[config.mk]
export PLATFORM = sky130hd
export DESIGN_NAME = counter_meas
export DESIGN_NICKNAME = d
export VERILOG_FILES = /design/src/meas_pkg.sv /design/src/counter_meas.sv
export SDC_FILE = /design/constraint.sdc
export NUM_CORES = 1
export LEC_CHECK = 0
export ABC_AREA = 0
export BUFFER_PORTS_ARGS = -buffer_cell sky130_fd_sc_hd__buf_2
export CELL_PAD_IN_SITES_DETAIL_PLACEMENT = 1
export CELL_PAD_IN_SITES_GLOBAL_PLACEMENT = 2
export CORE_MARGIN = 4
export CORE_UTILIZATION = 30
export CTS_BUF_LIST = sky130_fd_sc_hd__clkbuf_16
export DETAILED_ROUTE_END_ITERATION = 10
export PLACE_DENSITY = 0.65
export SETUP_SLACK_MARGIN = 0.02
export SYNTH_ARGS = -nofsm -noshare
export SYNTH_HDL_FRONTEND = slang
export SYNTH_SLANG_ARGS = --single-unit
[constraint.sdc]
create_clock -name clock -period 5.84 [get_ports clock]
set_input_delay 0.876 -clock clock [delete_from_list [all_inputs] [get_ports clock]]
set_output_delay 0.876 -clock clock [all_outputs]
set_load 0.03 [all_outputs]
[src/meas_pkg.sv]
// constants, register map and enumerations of the semi-period / frequency measurement counter
// assumes a single 250 MHz clock domain and a plain strobe register port
package meas_pkg;
  localparam int W = 32;
  localparam int ADDR_W = 5;
  localparam int CTRL_W = 11;
  localparam int STAT_W = 5;
  localparam int CLOCK_MHZ = 250;

  // ----------------------------------------
  // register offsets (byte addresses)
  // ----------------------------------------
  localparam logic [ADDR_W-1:0] REG_CTRL  = 5'h00;
  localparam logic [ADDR_W-1:0] REG_CMD   = 5'h04;
  localparam logic [ADDR_W-1:0] REG_DIV   = 5'h08;
  localparam logic [ADDR_W-1:0] REG_STAT  = 5'h0c;
  localparam logic [ADDR_W-1:0] REG_COUNT = 5'h10;

  // ----------------------------------------
  // field positions
  // ----------------------------------------
  localparam int CTRL_MODE_LSB   = 0;
  localparam int CTRL_MODE_W     = 3;
  localparam int CTRL_SEMI_FIRST = 3;
  localparam int CTRL_PULSE_FIRST = 4;
  localparam int CTRL_AVG        = 5;
  localparam int CTRL_SRC_LSB    = 6;
  localparam int CTRL_GATE_PAIR  = 8;
  localparam int CTRL_GATE_INV   = 9;
  localparam int CTRL_SAMP_FALL  = 10;
  localparam int CMD_ARM         = 0;
  localparam int CMD_DISARM      = 1;
  localparam int STAT_ARMED      = 0;
  localparam int STAT_DONE       = 1;
  localparam int STAT_MEAS_OVF   = 2;
  localparam int STAT_SAT        = 3;
  localparam int STAT_STREAM_OVR = 4;

  // ----------------------------------------
  // reset values and limits
  // ----------------------------------------
  localparam logic [CTRL_W-1:0] CTRL_RESET = 11'h020;
  localparam logic [W-1:0]      DIV_RESET  = 32'h00000002;
  localparam logic [W-1:0]      COUNT_MAX  = 32'hffffffff;
  localparam logic [W-1:0]      ONE        = 32'h00000001;

  // ----------------------------------------
  // source selection
  // ----------------------------------------
  localparam logic [1:0] SRC_PIN     = 2'h0;
  localparam logic [1:0] SRC_TB_FAST = 2'h1;
  localparam logic [1:0] SRC_TB_MID  = 2'h2;
  localparam logic [1:0] SRC_TB_SLOW = 2'h3;

  typedef enum logic [2:0] {
    MODE_SINGLE_WIDTH = 3'h0,
    MODE_SEMI_BUF     = 3'h1,
    MODE_PULSE_SC     = 3'h2,
    MODE_PULSE_BUF    = 3'h3,
    MODE_FREQ_SC      = 3'h5,
    MODE_PERIOD       = 3'h6,
    MODE_PULSE_GEN    = 3'h7
  } mode_t;

  typedef enum logic [1:0] {
    ST_IDLE = 2'b00,
    ST_WAIT = 2'b01,
    ST_RUN  = 2'b11,
    ST_DONE = 2'b10
  } state_t;
endpackage

[src/counter_meas.sv]
// semi-period, pulse and frequency measurement engine of one general-purpose counter
// assumes gate, source and sample clock pins are asynchronous; the paired counter output and
// timebase ticks come from logic on the same clock; the stream sink drains one slot by ready
//
// How it works
// - buffered semi-period pushes count on every gate edge after the starting edge
// - captured counts leave through the stream port
// - counting starts only after arm command
// - starting level picks first semi-period delivered
// - pulse and semi-period share one interval timer
// - semi-period delivers each interval alone
// - pulse mode delivers high and low paired
// - sample clock for sample-clocked pulse and frequency, not semi-period or buffered pulse
// - one-counter period counts selected timebase
// - gate may come from fixed paired counter
// - high frequency: unknown on source, known pulse gate
// - pulse generator emits exactly N source periods
// - internal output feeds paired counter gate
// - averaging enable, reset value enabled
// - averaging counts T1 unknown, T2 timebase
// - non-averaging reports last complete period
// - single width stores on gate inactive, stops
// - armed while active waits for next activation
//
// Chosen here: the register addresses and the strobed register port.
`timescale 1ns/10ps
module counter_meas (
  // clock and reset
  input  wire logic                          clock,
  input  wire logic                          resetn,
  // register port
  input  wire logic [meas_pkg::ADDR_W-1:0]   addr,
  input  wire logic [meas_pkg::W-1:0]        wdata,
  input  wire logic                          wr,
  input  wire logic                          rd,
  output logic      [meas_pkg::W-1:0]        rdata,
  // measured signals
  input  wire logic                          gate_in,
  input  wire logic                          source_in,
  input  wire logic                          sample_clk_in,
  input  wire logic                          programmable_function_pin,
  // paired counter and timebases
  input  wire logic                          paired_gate_in,
  input  wire logic                          timebase_fast_tick,
  input  wire logic                          timebase_mid_tick,
  input  wire logic                          timebase_slow_tick,
  output logic                               internal_out,
  // sample stream to host memory
  output logic                               stream_valid,
  input  wire logic                          stream_ready,
  output logic      [meas_pkg::W-1:0]        stream_data_a,
  output logic      [meas_pkg::W-1:0]        stream_data_b,
  output logic                               stream_paired,
  output logic                               stream_level
);
  logic [meas_pkg::CTRL_W-1:0] ctrl;
  logic [meas_pkg::W-1:0]      divide;
  logic [meas_pkg::STAT_W-1:0] stat;
  logic [meas_pkg::W-1:0]      last_count;
  meas_pkg::state_t            state;
  meas_pkg::mode_t             mode;
  logic [2:0] sync1;
  logic [2:0] sync2;
  logic       gate_d;
  logic       src_d;
  logic       samp_d;
  logic       gate_raw;
  logic       gate_lvl;
  logic       gate_rise;
  logic       gate_fall;
  logic       gate_edge;
  logic       tick;
  logic       samp_tick;
  logic       arm_cmd;
  logic       disarm_cmd;
  logic       first_hit;
  logic [meas_pkg::W-1:0] cnt;
  logic [meas_pkg::W-1:0] aux;
  logic [meas_pkg::W-1:0] cnt_inc;
  logic [meas_pkg::W-1:0] aux_inc;
  logic [meas_pkg::W-1:0] pair_hi;
  logic [meas_pkg::W-1:0] pair_lo;
  logic       half;
  logic       fresh;
  logic       push;
  logic       push_pair;
  logic       push_level;
  logic [meas_pkg::W-1:0] push_a;
  logic [meas_pkg::W-1:0] push_b;
  logic       ovf_set;
  logic       sat_set;
  logic       ovr_set;
  logic       pin_gate_s1;
  logic       pin_gate_s2;

  // ----------------------------------------
  // input synchronisers
  // ----------------------------------------
  // gate, source and sample clock are asynchronous: two flops each
  always_ff @(posedge clock or negedge resetn) begin
    if (!resetn) begin
      sync1 <= 3'h0;
      sync2 <= 3'h0;
    end else begin
      sync1 <= {sample_clk_in, source_in, gate_in};
      sync2 <= sync1;
    end
  end

  // paired output is same-clock logic, no synchroniser; function pin is an alternative gate
  assign gate_raw  = ctrl[meas_pkg::CTRL_GATE_PAIR] ? paired_gate_in : (sync2[0] | pin_gate_s2);
  assign gate_lvl  = gate_raw ^ ctrl[meas_pkg::CTRL_GATE_INV];
  assign gate_rise = gate_lvl & ~gate_d;
  assign gate_fall = ~gate_lvl & gate_d;
  assign gate_edge = gate_rise | gate_fall;
  assign samp_tick = ctrl[meas_pkg::CTRL_SAMP_FALL] ? (samp_d & ~sync2[2]) : (sync2[2] & ~samp_d);
  assign mode      = meas_pkg::mode_t'(ctrl[meas_pkg::CTRL_MODE_LSB +: meas_pkg::CTRL_MODE_W]);
  assign arm_cmd    = wr & (addr == meas_pkg::REG_CMD) & wdata[meas_pkg::CMD_ARM];
  assign disarm_cmd = wr & (addr == meas_pkg::REG_CMD) & wdata[meas_pkg::CMD_DISARM];

  always_ff @(posedge clock or negedge resetn) begin
    if (!resetn) begin
      pin_gate_s1 <= 1'b0;
      pin_gate_s2 <= 1'b0;
    end else begin
      pin_gate_s1 <= programmable_function_pin;
      pin_gate_s2 <= pin_gate_s1;
    end
  end

  always_ff @(posedge clock or negedge resetn) begin
    if (!resetn) begin
      gate_d <= 1'b0;
      src_d  <= 1'b0;
      samp_d <= 1'b0;
    end else begin
      gate_d <= gate_lvl;
      src_d  <= sync2[1];
      samp_d <= sync2[2];
    end
  end

  // onboard timebase or any known-rate signal on the source pin
  always_comb begin
    case (ctrl[meas_pkg::CTRL_SRC_LSB +: 2])
      meas_pkg::SRC_PIN:     tick = sync2[1] & ~src_d;
      meas_pkg::SRC_TB_FAST: tick = timebase_fast_tick;
      meas_pkg::SRC_TB_MID:  tick = timebase_mid_tick;
      meas_pkg::SRC_TB_SLOW: tick = timebase_slow_tick;
      default:               tick = 1'b0;
    endcase
  end

  // saturating increments, never wrap
  assign cnt_inc = (tick && cnt != meas_pkg::COUNT_MAX) ? cnt + meas_pkg::ONE : cnt;
  assign aux_inc = (gate_rise && aux != meas_pkg::COUNT_MAX) ? aux + meas_pkg::ONE : aux;

  // edge that opens the first reported interval
  always_comb begin
    case (mode)
      meas_pkg::MODE_SEMI_BUF:  first_hit = ctrl[meas_pkg::CTRL_SEMI_FIRST] ? gate_rise : gate_fall;
      meas_pkg::MODE_PULSE_BUF,
      meas_pkg::MODE_PULSE_SC:  first_hit = ctrl[meas_pkg::CTRL_PULSE_FIRST] ? gate_rise : gate_fall;
      meas_pkg::MODE_PULSE_GEN: first_hit = tick;
      default:                  first_hit = gate_rise;
    endcase
  end

  // ----------------------------------------
  // measurement engine
  // ----------------------------------------
  always_ff @(posedge clock or negedge resetn) begin
    if (!resetn) begin
      state <= meas_pkg::ST_IDLE;
      cnt <= '0;
      aux <= '0;
      pair_hi <= '0;
      pair_lo <= '0;
      half <= 1'b0;
      fresh <= 1'b0;
      push <= 1'b0;
      push_pair <= 1'b0;
      push_level <= 1'b0;
      push_a <= '0;
      push_b <= '0;
      ovf_set <= 1'b0;
      sat_set <= 1'b0;
      internal_out <= 1'b0;
    end else begin
      push <= 1'b0;
      ovf_set <= 1'b0;
      sat_set <= (state == meas_pkg::ST_RUN) && tick && (cnt == meas_pkg::COUNT_MAX);
      if (disarm_cmd) begin
        state <= meas_pkg::ST_IDLE;
        internal_out <= 1'b0;
      end else if (arm_cmd) begin
        cnt <= '0;
        aux <= '0;
        half <= 1'b0;
        fresh <= 1'b0;
        internal_out <= 1'b0;
        state <= (mode == meas_pkg::MODE_FREQ_SC) ? meas_pkg::ST_RUN : meas_pkg::ST_WAIT;
      end else if (state == meas_pkg::ST_WAIT) begin
        // only a fresh transition starts, never a level already active
        if (first_hit) begin
          state <= meas_pkg::ST_RUN;
          cnt <= '0;
          internal_out <= (mode == meas_pkg::MODE_PULSE_GEN);
        end
      end else if (state == meas_pkg::ST_RUN) begin
        cnt <= cnt_inc;
        case (mode)
          meas_pkg::MODE_SINGLE_WIDTH: begin
            // also the high frequency count N over a known gate pulse
            if (gate_fall) begin
              push <= 1'b1;
              push_pair <= 1'b0;
              push_level <= 1'b1;
              push_a <= cnt_inc;
              push_b <= '0;
              state <= meas_pkg::ST_DONE;
            end
          end
          meas_pkg::MODE_PERIOD: begin
            if (gate_rise) begin
              push <= 1'b1;
              push_pair <= 1'b0;
              push_level <= 1'b1;
              push_a <= cnt_inc;
              push_b <= '0;
              state <= meas_pkg::ST_DONE;
            end
          end
          meas_pkg::MODE_SEMI_BUF: begin
            if (gate_edge) begin
              push <= 1'b1;
              push_pair <= 1'b0;
              push_level <= gate_d;
              push_a <= cnt_inc;
              push_b <= '0;
              cnt <= '0;
            end
          end
          meas_pkg::MODE_PULSE_BUF,
          meas_pkg::MODE_PULSE_SC: begin
            // same interval timer as semi-period, grouped in pairs
            if (gate_edge) begin
              cnt <= '0;
              half <= ~half;
              if (!half) begin
                aux <= cnt_inc;
              end else begin
                pair_hi <= gate_d ? cnt_inc : aux;
                pair_lo <= gate_d ? aux : cnt_inc;
                fresh <= 1'b1;
                if (mode == meas_pkg::MODE_PULSE_BUF) begin
                  push <= 1'b1;
                  push_pair <= 1'b1;
                  push_level <= 1'b1;
                  push_a <= gate_d ? cnt_inc : aux;
                  push_b <= gate_d ? aux : cnt_inc;
                end
              end
            end
            // sample clock is honoured here in MODE_PULSE_SC only and in frequency mode, never in semi-period
            if (mode == meas_pkg::MODE_PULSE_SC && samp_tick) begin
              if (fresh) begin
                push <= 1'b1;
                push_pair <= 1'b1;
                push_level <= 1'b1;
                push_a <= pair_hi;
                push_b <= pair_lo;
                fresh <= gate_edge & half;
              end else begin
                ovf_set <= 1'b1;
              end
            end
          end
          meas_pkg::MODE_PULSE_GEN: begin
            if (tick && cnt_inc >= divide) begin
              internal_out <= 1'b0;
              state <= meas_pkg::ST_DONE;
            end
          end
          meas_pkg::MODE_FREQ_SC: begin
            if (ctrl[meas_pkg::CTRL_AVG]) begin
              aux <= aux_inc;
              if (samp_tick) begin
                cnt <= '0;
                aux <= '0;
                if (aux_inc != '0) begin
                  push <= 1'b1;
                  push_pair <= 1'b1;
                  push_level <= 1'b1;
                  push_a <= aux_inc;
                  push_b <= cnt_inc;
                end else begin
                  ovf_set <= 1'b1;
                end
              end
            end else begin
              // period in source ticks; first rise after arm only opens it
              if (gate_rise) begin
                cnt <= '0;
                half <= 1'b1;
                if (half) begin
                  pair_lo <= cnt_inc;
                  fresh <= 1'b1;
                end
              end
              if (samp_tick) begin
                // a period ending in this very cycle still counts
                if ((gate_rise && half) || fresh) begin
                  push <= 1'b1;
                  push_pair <= 1'b1;
                  push_level <= 1'b1;
                  push_a <= meas_pkg::ONE;
                  push_b <= (gate_rise && half) ? cnt_inc : pair_lo;
                  fresh <= 1'b0;
                end else begin
                  ovf_set <= 1'b1;
                end
              end
            end
          end
          default: begin
            state <= meas_pkg::ST_IDLE;
            internal_out <= 1'b0;
          end
        endcase
      end
    end
  end

  // ----------------------------------------
  // stream slot toward host memory
  // ----------------------------------------
  // one slot only: the sink must keep up, a lost sample is flagged
  always_ff @(posedge clock or negedge resetn) begin
    if (!resetn) begin
      stream_valid <= 1'b0;
      stream_data_a <= '0;
      stream_data_b <= '0;
      stream_paired <= 1'b0;
      stream_level <= 1'b0;
      ovr_set <= 1'b0;
    end else begin
      ovr_set <= push & stream_valid & ~stream_ready;
      if (push && !(stream_valid && !stream_ready)) begin
        stream_valid <= 1'b1;
        stream_data_a <= push_a;
        stream_data_b <= push_b;
        stream_paired <= push_pair;
        stream_level <= push_level;
      end else if (stream_ready) begin
        stream_valid <= 1'b0;
      end
    end
  end

  // ----------------------------------------
  // registers
  // ----------------------------------------
  always_ff @(posedge clock or negedge resetn) begin
    if (!resetn) begin
      ctrl <= meas_pkg::CTRL_RESET;
      divide <= meas_pkg::DIV_RESET;
      last_count <= '0;
    end else begin
      if (wr && addr == meas_pkg::REG_CTRL) begin
        ctrl <= wdata[meas_pkg::CTRL_W-1:0];
      end
      if (wr && addr == meas_pkg::REG_DIV) begin
        divide <= wdata;
      end
      if (push) begin
        last_count <= push_a;
      end
    end
  end

  // armed and done follow state; the other flags are sticky, write one to clear; a set in the same cycle wins
  always_ff @(posedge clock or negedge resetn) begin
    if (!resetn) begin
      stat <= '0;
    end else begin
      stat[meas_pkg::STAT_ARMED] <= (state == meas_pkg::ST_WAIT) || (state == meas_pkg::ST_RUN);
      stat[meas_pkg::STAT_DONE]  <= (state == meas_pkg::ST_DONE);
      if (ovf_set) begin
        stat[meas_pkg::STAT_MEAS_OVF] <= 1'b1;
      end else if (wr && addr == meas_pkg::REG_STAT && wdata[meas_pkg::STAT_MEAS_OVF]) begin
        stat[meas_pkg::STAT_MEAS_OVF] <= 1'b0;
      end
      if (sat_set) begin
        stat[meas_pkg::STAT_SAT] <= 1'b1;
      end else if (wr && addr == meas_pkg::REG_STAT && wdata[meas_pkg::STAT_SAT]) begin
        stat[meas_pkg::STAT_SAT] <= 1'b0;
      end
      if (ovr_set) begin
        stat[meas_pkg::STAT_STREAM_OVR] <= 1'b1;
      end else if (wr && addr == meas_pkg::REG_STAT && wdata[meas_pkg::STAT_STREAM_OVR]) begin
        stat[meas_pkg::STAT_STREAM_OVR] <= 1'b0;
      end
    end
  end

  always_ff @(posedge clock or negedge resetn) begin
    if (!resetn) begin
      rdata <= '0;
    end else if (rd) begin
      case (addr)
        meas_pkg::REG_CTRL:  rdata <= {{(meas_pkg::W-meas_pkg::CTRL_W){1'b0}}, ctrl};
        meas_pkg::REG_DIV:   rdata <= divide;
        meas_pkg::REG_STAT:  rdata <= {{(meas_pkg::W-meas_pkg::STAT_W){1'b0}}, stat};
        meas_pkg::REG_COUNT: rdata <= last_count;
        default:             rdata <= '0;
      endcase
    end else begin
      rdata <= '0;
    end
  end

  // ----------------------------------------
  // checks
  // ----------------------------------------
  property p_semi_push;
    @(posedge clock) disable iff (!resetn)
    (state == meas_pkg::ST_RUN && mode == meas_pkg::MODE_SEMI_BUF && gate_edge && !arm_cmd && !disarm_cmd)
      |=> push && !push_pair ##1 stream_valid;
  endproperty
  a_semi_push: assert property (p_semi_push) else $error("semi-period edge not pushed");

  property p_stream;
    @(posedge clock) disable iff (!resetn)
    (push && !(stream_valid && !stream_ready)) |=> stream_valid && stream_data_a == $past(push_a);
  endproperty
  a_stream: assert property (p_stream) else $error("sample not presented on stream");

  property p_idle_quiet;
    @(posedge clock) disable iff (!resetn)
    (state == meas_pkg::ST_IDLE && !arm_cmd) |=> !push && !internal_out;
  endproperty
  a_idle_quiet: assert property (p_idle_quiet) else $error("activity while not armed");

  property p_pulse_paired;
    @(posedge clock) disable iff (!resetn)
    (push && (mode == meas_pkg::MODE_PULSE_BUF || mode == meas_pkg::MODE_PULSE_SC)) |-> push_pair;
  endproperty
  a_pulse_paired: assert property (p_pulse_paired) else $error("pulse sample not paired");

  property p_single_stop;
    @(posedge clock) disable iff (!resetn)
    (state == meas_pkg::ST_RUN && mode == meas_pkg::MODE_SINGLE_WIDTH && gate_fall && !arm_cmd && !disarm_cmd)
      |=> state == meas_pkg::ST_DONE && push ##1 !push;
  endproperty
  a_single_stop: assert property (p_single_stop) else $error("single width did not stop");

  property p_wait_rise;
    @(posedge clock) disable iff (!resetn)
    (state == meas_pkg::ST_WAIT && mode == meas_pkg::MODE_SINGLE_WIDTH && !gate_rise && !arm_cmd && !disarm_cmd)
      |=> state == meas_pkg::ST_WAIT;
  endproperty
  a_wait_rise: assert property (p_wait_rise) else $error("started without activation edge");

  property p_gen_high;
    @(posedge clock) disable iff (!resetn)
    (state == meas_pkg::ST_RUN && mode == meas_pkg::MODE_PULSE_GEN) |-> internal_out;
  endproperty
  a_gen_high: assert property (p_gen_high) else $error("generated pulse dropped early");

  property p_ovf_flag;
    @(posedge clock) disable iff (!resetn)
    ovf_set |=> stat[meas_pkg::STAT_MEAS_OVF];
  endproperty
  a_ovf_flag: assert property (p_ovf_flag) else $error("measurement overflow not flagged");

  property p_sat_flag;
    @(posedge clock) disable iff (!resetn)
    (state == meas_pkg::ST_RUN && tick && cnt == meas_pkg::COUNT_MAX && !arm_cmd && !disarm_cmd)
      |-> cnt_inc == meas_pkg::COUNT_MAX ##1 sat_set ##1 stat[meas_pkg::STAT_SAT];
  endproperty
  a_sat_flag: assert property (p_sat_flag) else $error("count wrapped or not flagged");
endmodule

==> impl_results.md <==
* Most common cell in the netlist: dfrtp_1
* Avg Inst Size Synth at 9.49 µm²
* Gpl congestion at 0.887
* Yosys top cell area share at 45.6%
* Tot GR Track Use at about a quarter
* YS warnings at 0
* Synth cell types at 78
* R2R Setup Slk at 0.37 ns
* Clk root buf: clkbuf_16
* Clk Latency, worst-skew pair at 0.61 ns
* Crit Path Class: flip-flop to flip-flop
* Final Hold Violating Endpoints at 0
* Routed wire length at 94200 µm
* Placed insts at 3265
* Arrival time at the worst endpoint at 5.97 ns
* Layout Nets at between 2000 and 2500
* Total congestion overflow at 0
* Number of cells on the worst reg-to-reg path at 16
* Initial antenna violation count at 5
* Core area at a little over 70000 µm²
* Max_slew headroom at 6.56%
* RSZ-0062 raised after global routing: no
* P_leak at ~12 nW
* CP endpoint kind: flip-flop
* DRT antenna net count at 0
* Cell accounting for the most synthesized area: dfrtp_1
* Clock Power Share at 39.9%
* Status: finished, final reports clean
* Switching share of power at 32.7%
* Clock Skew at between 0.02 and 0.025 ns
* Logic pwr share at 18.2%
* Reg2reg start: cnt[22]$_DFFE_PN0P_
* Num CTS Buffers at 49
* Sequential area share after synthesis at between 40% and 50%
* Die X at 276 µm
* Largest net degree at the start of global routing at 111
* Crit-path max FO at 8
* Tightest Pin Transition at 1.40 ns
* I/O pins at 150
* Hold-fix buffers at CTS at 0
* Gate Count Post-Synth at 2263
* CP startpoint kind: flip-flop
* Htree depth at 2
* Period utilisation layout at around 94%
* Clock-pin slew on the worst setup and hold paths at 0.06 ns
* Post-layout util at 35.6%
* Final setup fails at 0
* Clk sinks at 393
* Vias per cell at ~5.7
* Number of global-route vias before repair at roughly 20000
* Syn-to-layout area delta at 16.7%
* Share of cells above drive strength 1 at 22.6%
* EDFF count, synth at 0
* Drt drc at 0
* Hpwl dp at 66400 µm
* Post-route non-filler standard cell count at roughly 3400
* Largest cells by area after synthesis: dfrtp_1 46%, mux2_2 9.0%, o21ai_0 5.2%, nor2_1 3.8%, nand2_1 3.6%
* Synth top cells by count: 391 x dfrtp_1, 221 x o21ai_0, 216 x nor2_1
* Power Internal at 4.99 mW
* Via count at ~19000
* Tightest Hold Check Type: input port to asynchronous set/reset pin
* Initial Util at 30.5%
* Max IR drop VDD at 0.194 mV
* FF+latch count, synth at 393
* Max Clk Rate at 0.183 GHz
* DR iter-0 viols at 1663
* Switch Pwr at roughly 2.4 mW
* Max-slew violation count at 0
* Max-cap violation count at 0
* Setup TNS at 0 ns
* Syn nets at 2349
* Die H at 276 µm
* Required time worst endpoint at 6.34 ns
* Final Power at 7.41 mW
* Cell area after synthesis at roughly 21000 µm²
* Setup Buffers After CTS at 0
* Pre-antenna DRT Iters at 5
* R2R Path End: state[0]$_DFFE_PN0P_
* Synth Flop Type: dfrtp_1
* PwrDens at 295 nW/µm²
* Global-route wire length before repair at ~140000 µm
* Min cycle time layout at 5.47 ns
* Seq pwr share at 41.9%
* Clock buffer depth at 3
* CTS tree: built
* Routed wire per std cell at between 20 and 30 µm
* Post-synthesis async set-or-reset flop share at 100%
* PortBufs at 149
* Die area at between 70000 and 80000 µm²
* Placement Rows at 97
## worst max-delay path, stage by stage, from the launching register on
cell	delay [ns]
dfrtp_1	0.51
and4_1	0.31
nand4_1	0.28
or4_1	0.63
and2_1	0.25
nand3_1	0.16
xor2_1	0.65
inv_1	0.21
ha_1	0.35
a21o_1	0.18
a211oi_1	0.22
o21ai_0	0.29
a2111oi_2	0.55
o31ai_1	0.12
buf_4	0.17
nand3_1	0.12
mux2_2	0.34
## sequential cells by signal, summed over array words and instances, names as in the netlist, 2 cells and up
register	flops
stream_data_a	32
push_a	32
sync1	3
aux	32
pair_hi	32
stream_data_b	32
rdata	32
state	2
ctrl	11
stat	5
divide	32
pair_lo	32
last_count	32
sync2	3
cnt	32
push_b	32
## through the flow
| stage | setup slack, ns | hold slack [ns] | instance area (µm²) |
|---|---|---|---|
| 2_1_floorplan | 1.69 | 0.331 | 21500 |
| 3_3_place_gp | 0.0670 | 0.335 | 23500 |
| 3_5_place_dp | -0.0173 | 0.342 | 23500 |
| 4_1_cts | 0.163 | 0.349 | 25100 |
| 5_1_grt | 0.107 | 0.361 | 25100 |
| 6_report | 0.369 | 0.352 | 25100 |
## worst max path at each step
| stage | endpoint | start | depth (start not counted) | slack (ns) |
|---|---|---|---|---|
| 6_report | state[0]$_DFFE_PN0P_ | cnt[22]$_DFFE_PN0P_ | 16 | 0.37 |
| 3_3_place_gp | state[0]$_DFFE_PN0P_ | cnt[22]$_DFFE_PN0P_ | 16 | 0.07 |
| 3_5_place_dp | state[0]$_DFFE_PN0P_ | cnt[22]$_DFFE_PN0P_ | 16 | -0.02 |
| 5_1_grt | state[0]$_DFFE_PN0P_ | cnt[13]$_DFFE_PN0P_ | 17 | 0.11 |
| 4_1_cts | state[0]$_DFFE_PN0P_ | cnt[22]$_DFFE_PN0P_ | 16 | 0.16 |
| 2_1_floorplan | state[0]$_DFFE_PN0P_ | cnt[21]$_DFFE_PN0P_ | 17 | 1.69 |
## final cells by class
class	instances	area (µm²)
Inverter	81	304
Fill cell	8079	45400
Timing Repair Buffer	245	1540
Antenna cell	1	2.50
Tap cell	940	1180
Sequential cell	393	9840
Clock inverter	40	280
Multi-Input combinational cell	1606	10700
Clock buffer	50	1250
## metal layers
layer,vias up,share of wire (%),GRT usage [%]
met3,163,6.5,4.58
met4,0,2.9,6.70
met2,654,45,39.7
met5,-,0,0
li1,8404,-,-
met1,9774,45,33.7
## cells by family after synthesis
| family | Yosys count | synth area share [%] |
|---|---|---|
| and+or+nand+nor | 703 | 15.3 |
| AOI/OAI and AO/OA | 598 | 18.0 |
| DFF | 393 | 45.8 |
| buffers and inverters | 264 | 4.91 |
| muxes | 213 | 11.6 |
| xor gates and xnor gates | 56 | 2.28 |
| adders and majority gates | 36 | 2.10 |
## layout by cell type (no fill, tap or decap), drive strengths merged, types with 9 or more instances in the layout
cell     synthesis  final
dfrtp          391    391
buf             40    245
o21ai          222    222
nor2           216    216
nand2          205    205
mux2           197    197
inv             80     92
a21oi           86     86
nor3            82     82
a22oi           56     56
clkbuf         143     50
nand3           50     50
o22ai           42     42
ha              36     36
xor2            32     32
nand4           28     28
o31ai           25     25
xnor2           24     24
clkinv           1     24
nor2b           19     19
or3             17     17
nor4            17     17
a2111oi         17     17
and4            14     14
mux2i           14     14
a21o            14     14
a22o            13     13
o41ai           13     13
a222oi          12     12
a221o           12     12
and3            12     12
nand2b          12     12
a211oi          12     12
a221oi          11     11
a2bb2oi         11     11
a31oi            9      9
## power groups by stage
| stage | Sequential [mW] | Combinational (mW) | Clock, mW |
|---|---|---|---|
| after floorplan | 3.01 | 0.770 | 0 |
| after global placement | 3.13 | 1.31 | 0 |
| after detailed placement | 3.14 | 1.33 | 0 |
| after CTS | 3.09 | 1.34 | 3.04 |
| after global routing | 3.12 | 1.45 | 3.15 |
| final | 3.10 | 1.35 | 2.95 |
## timing repair
item | CTS | global route
endpoints found under the setup margin | 2 | 3
endpoints found under the hold margin | 0 | 0
gates resized for setup | 1 | 1
pin swaps | 0 | 1
Power figures use the tool's default switching activity.
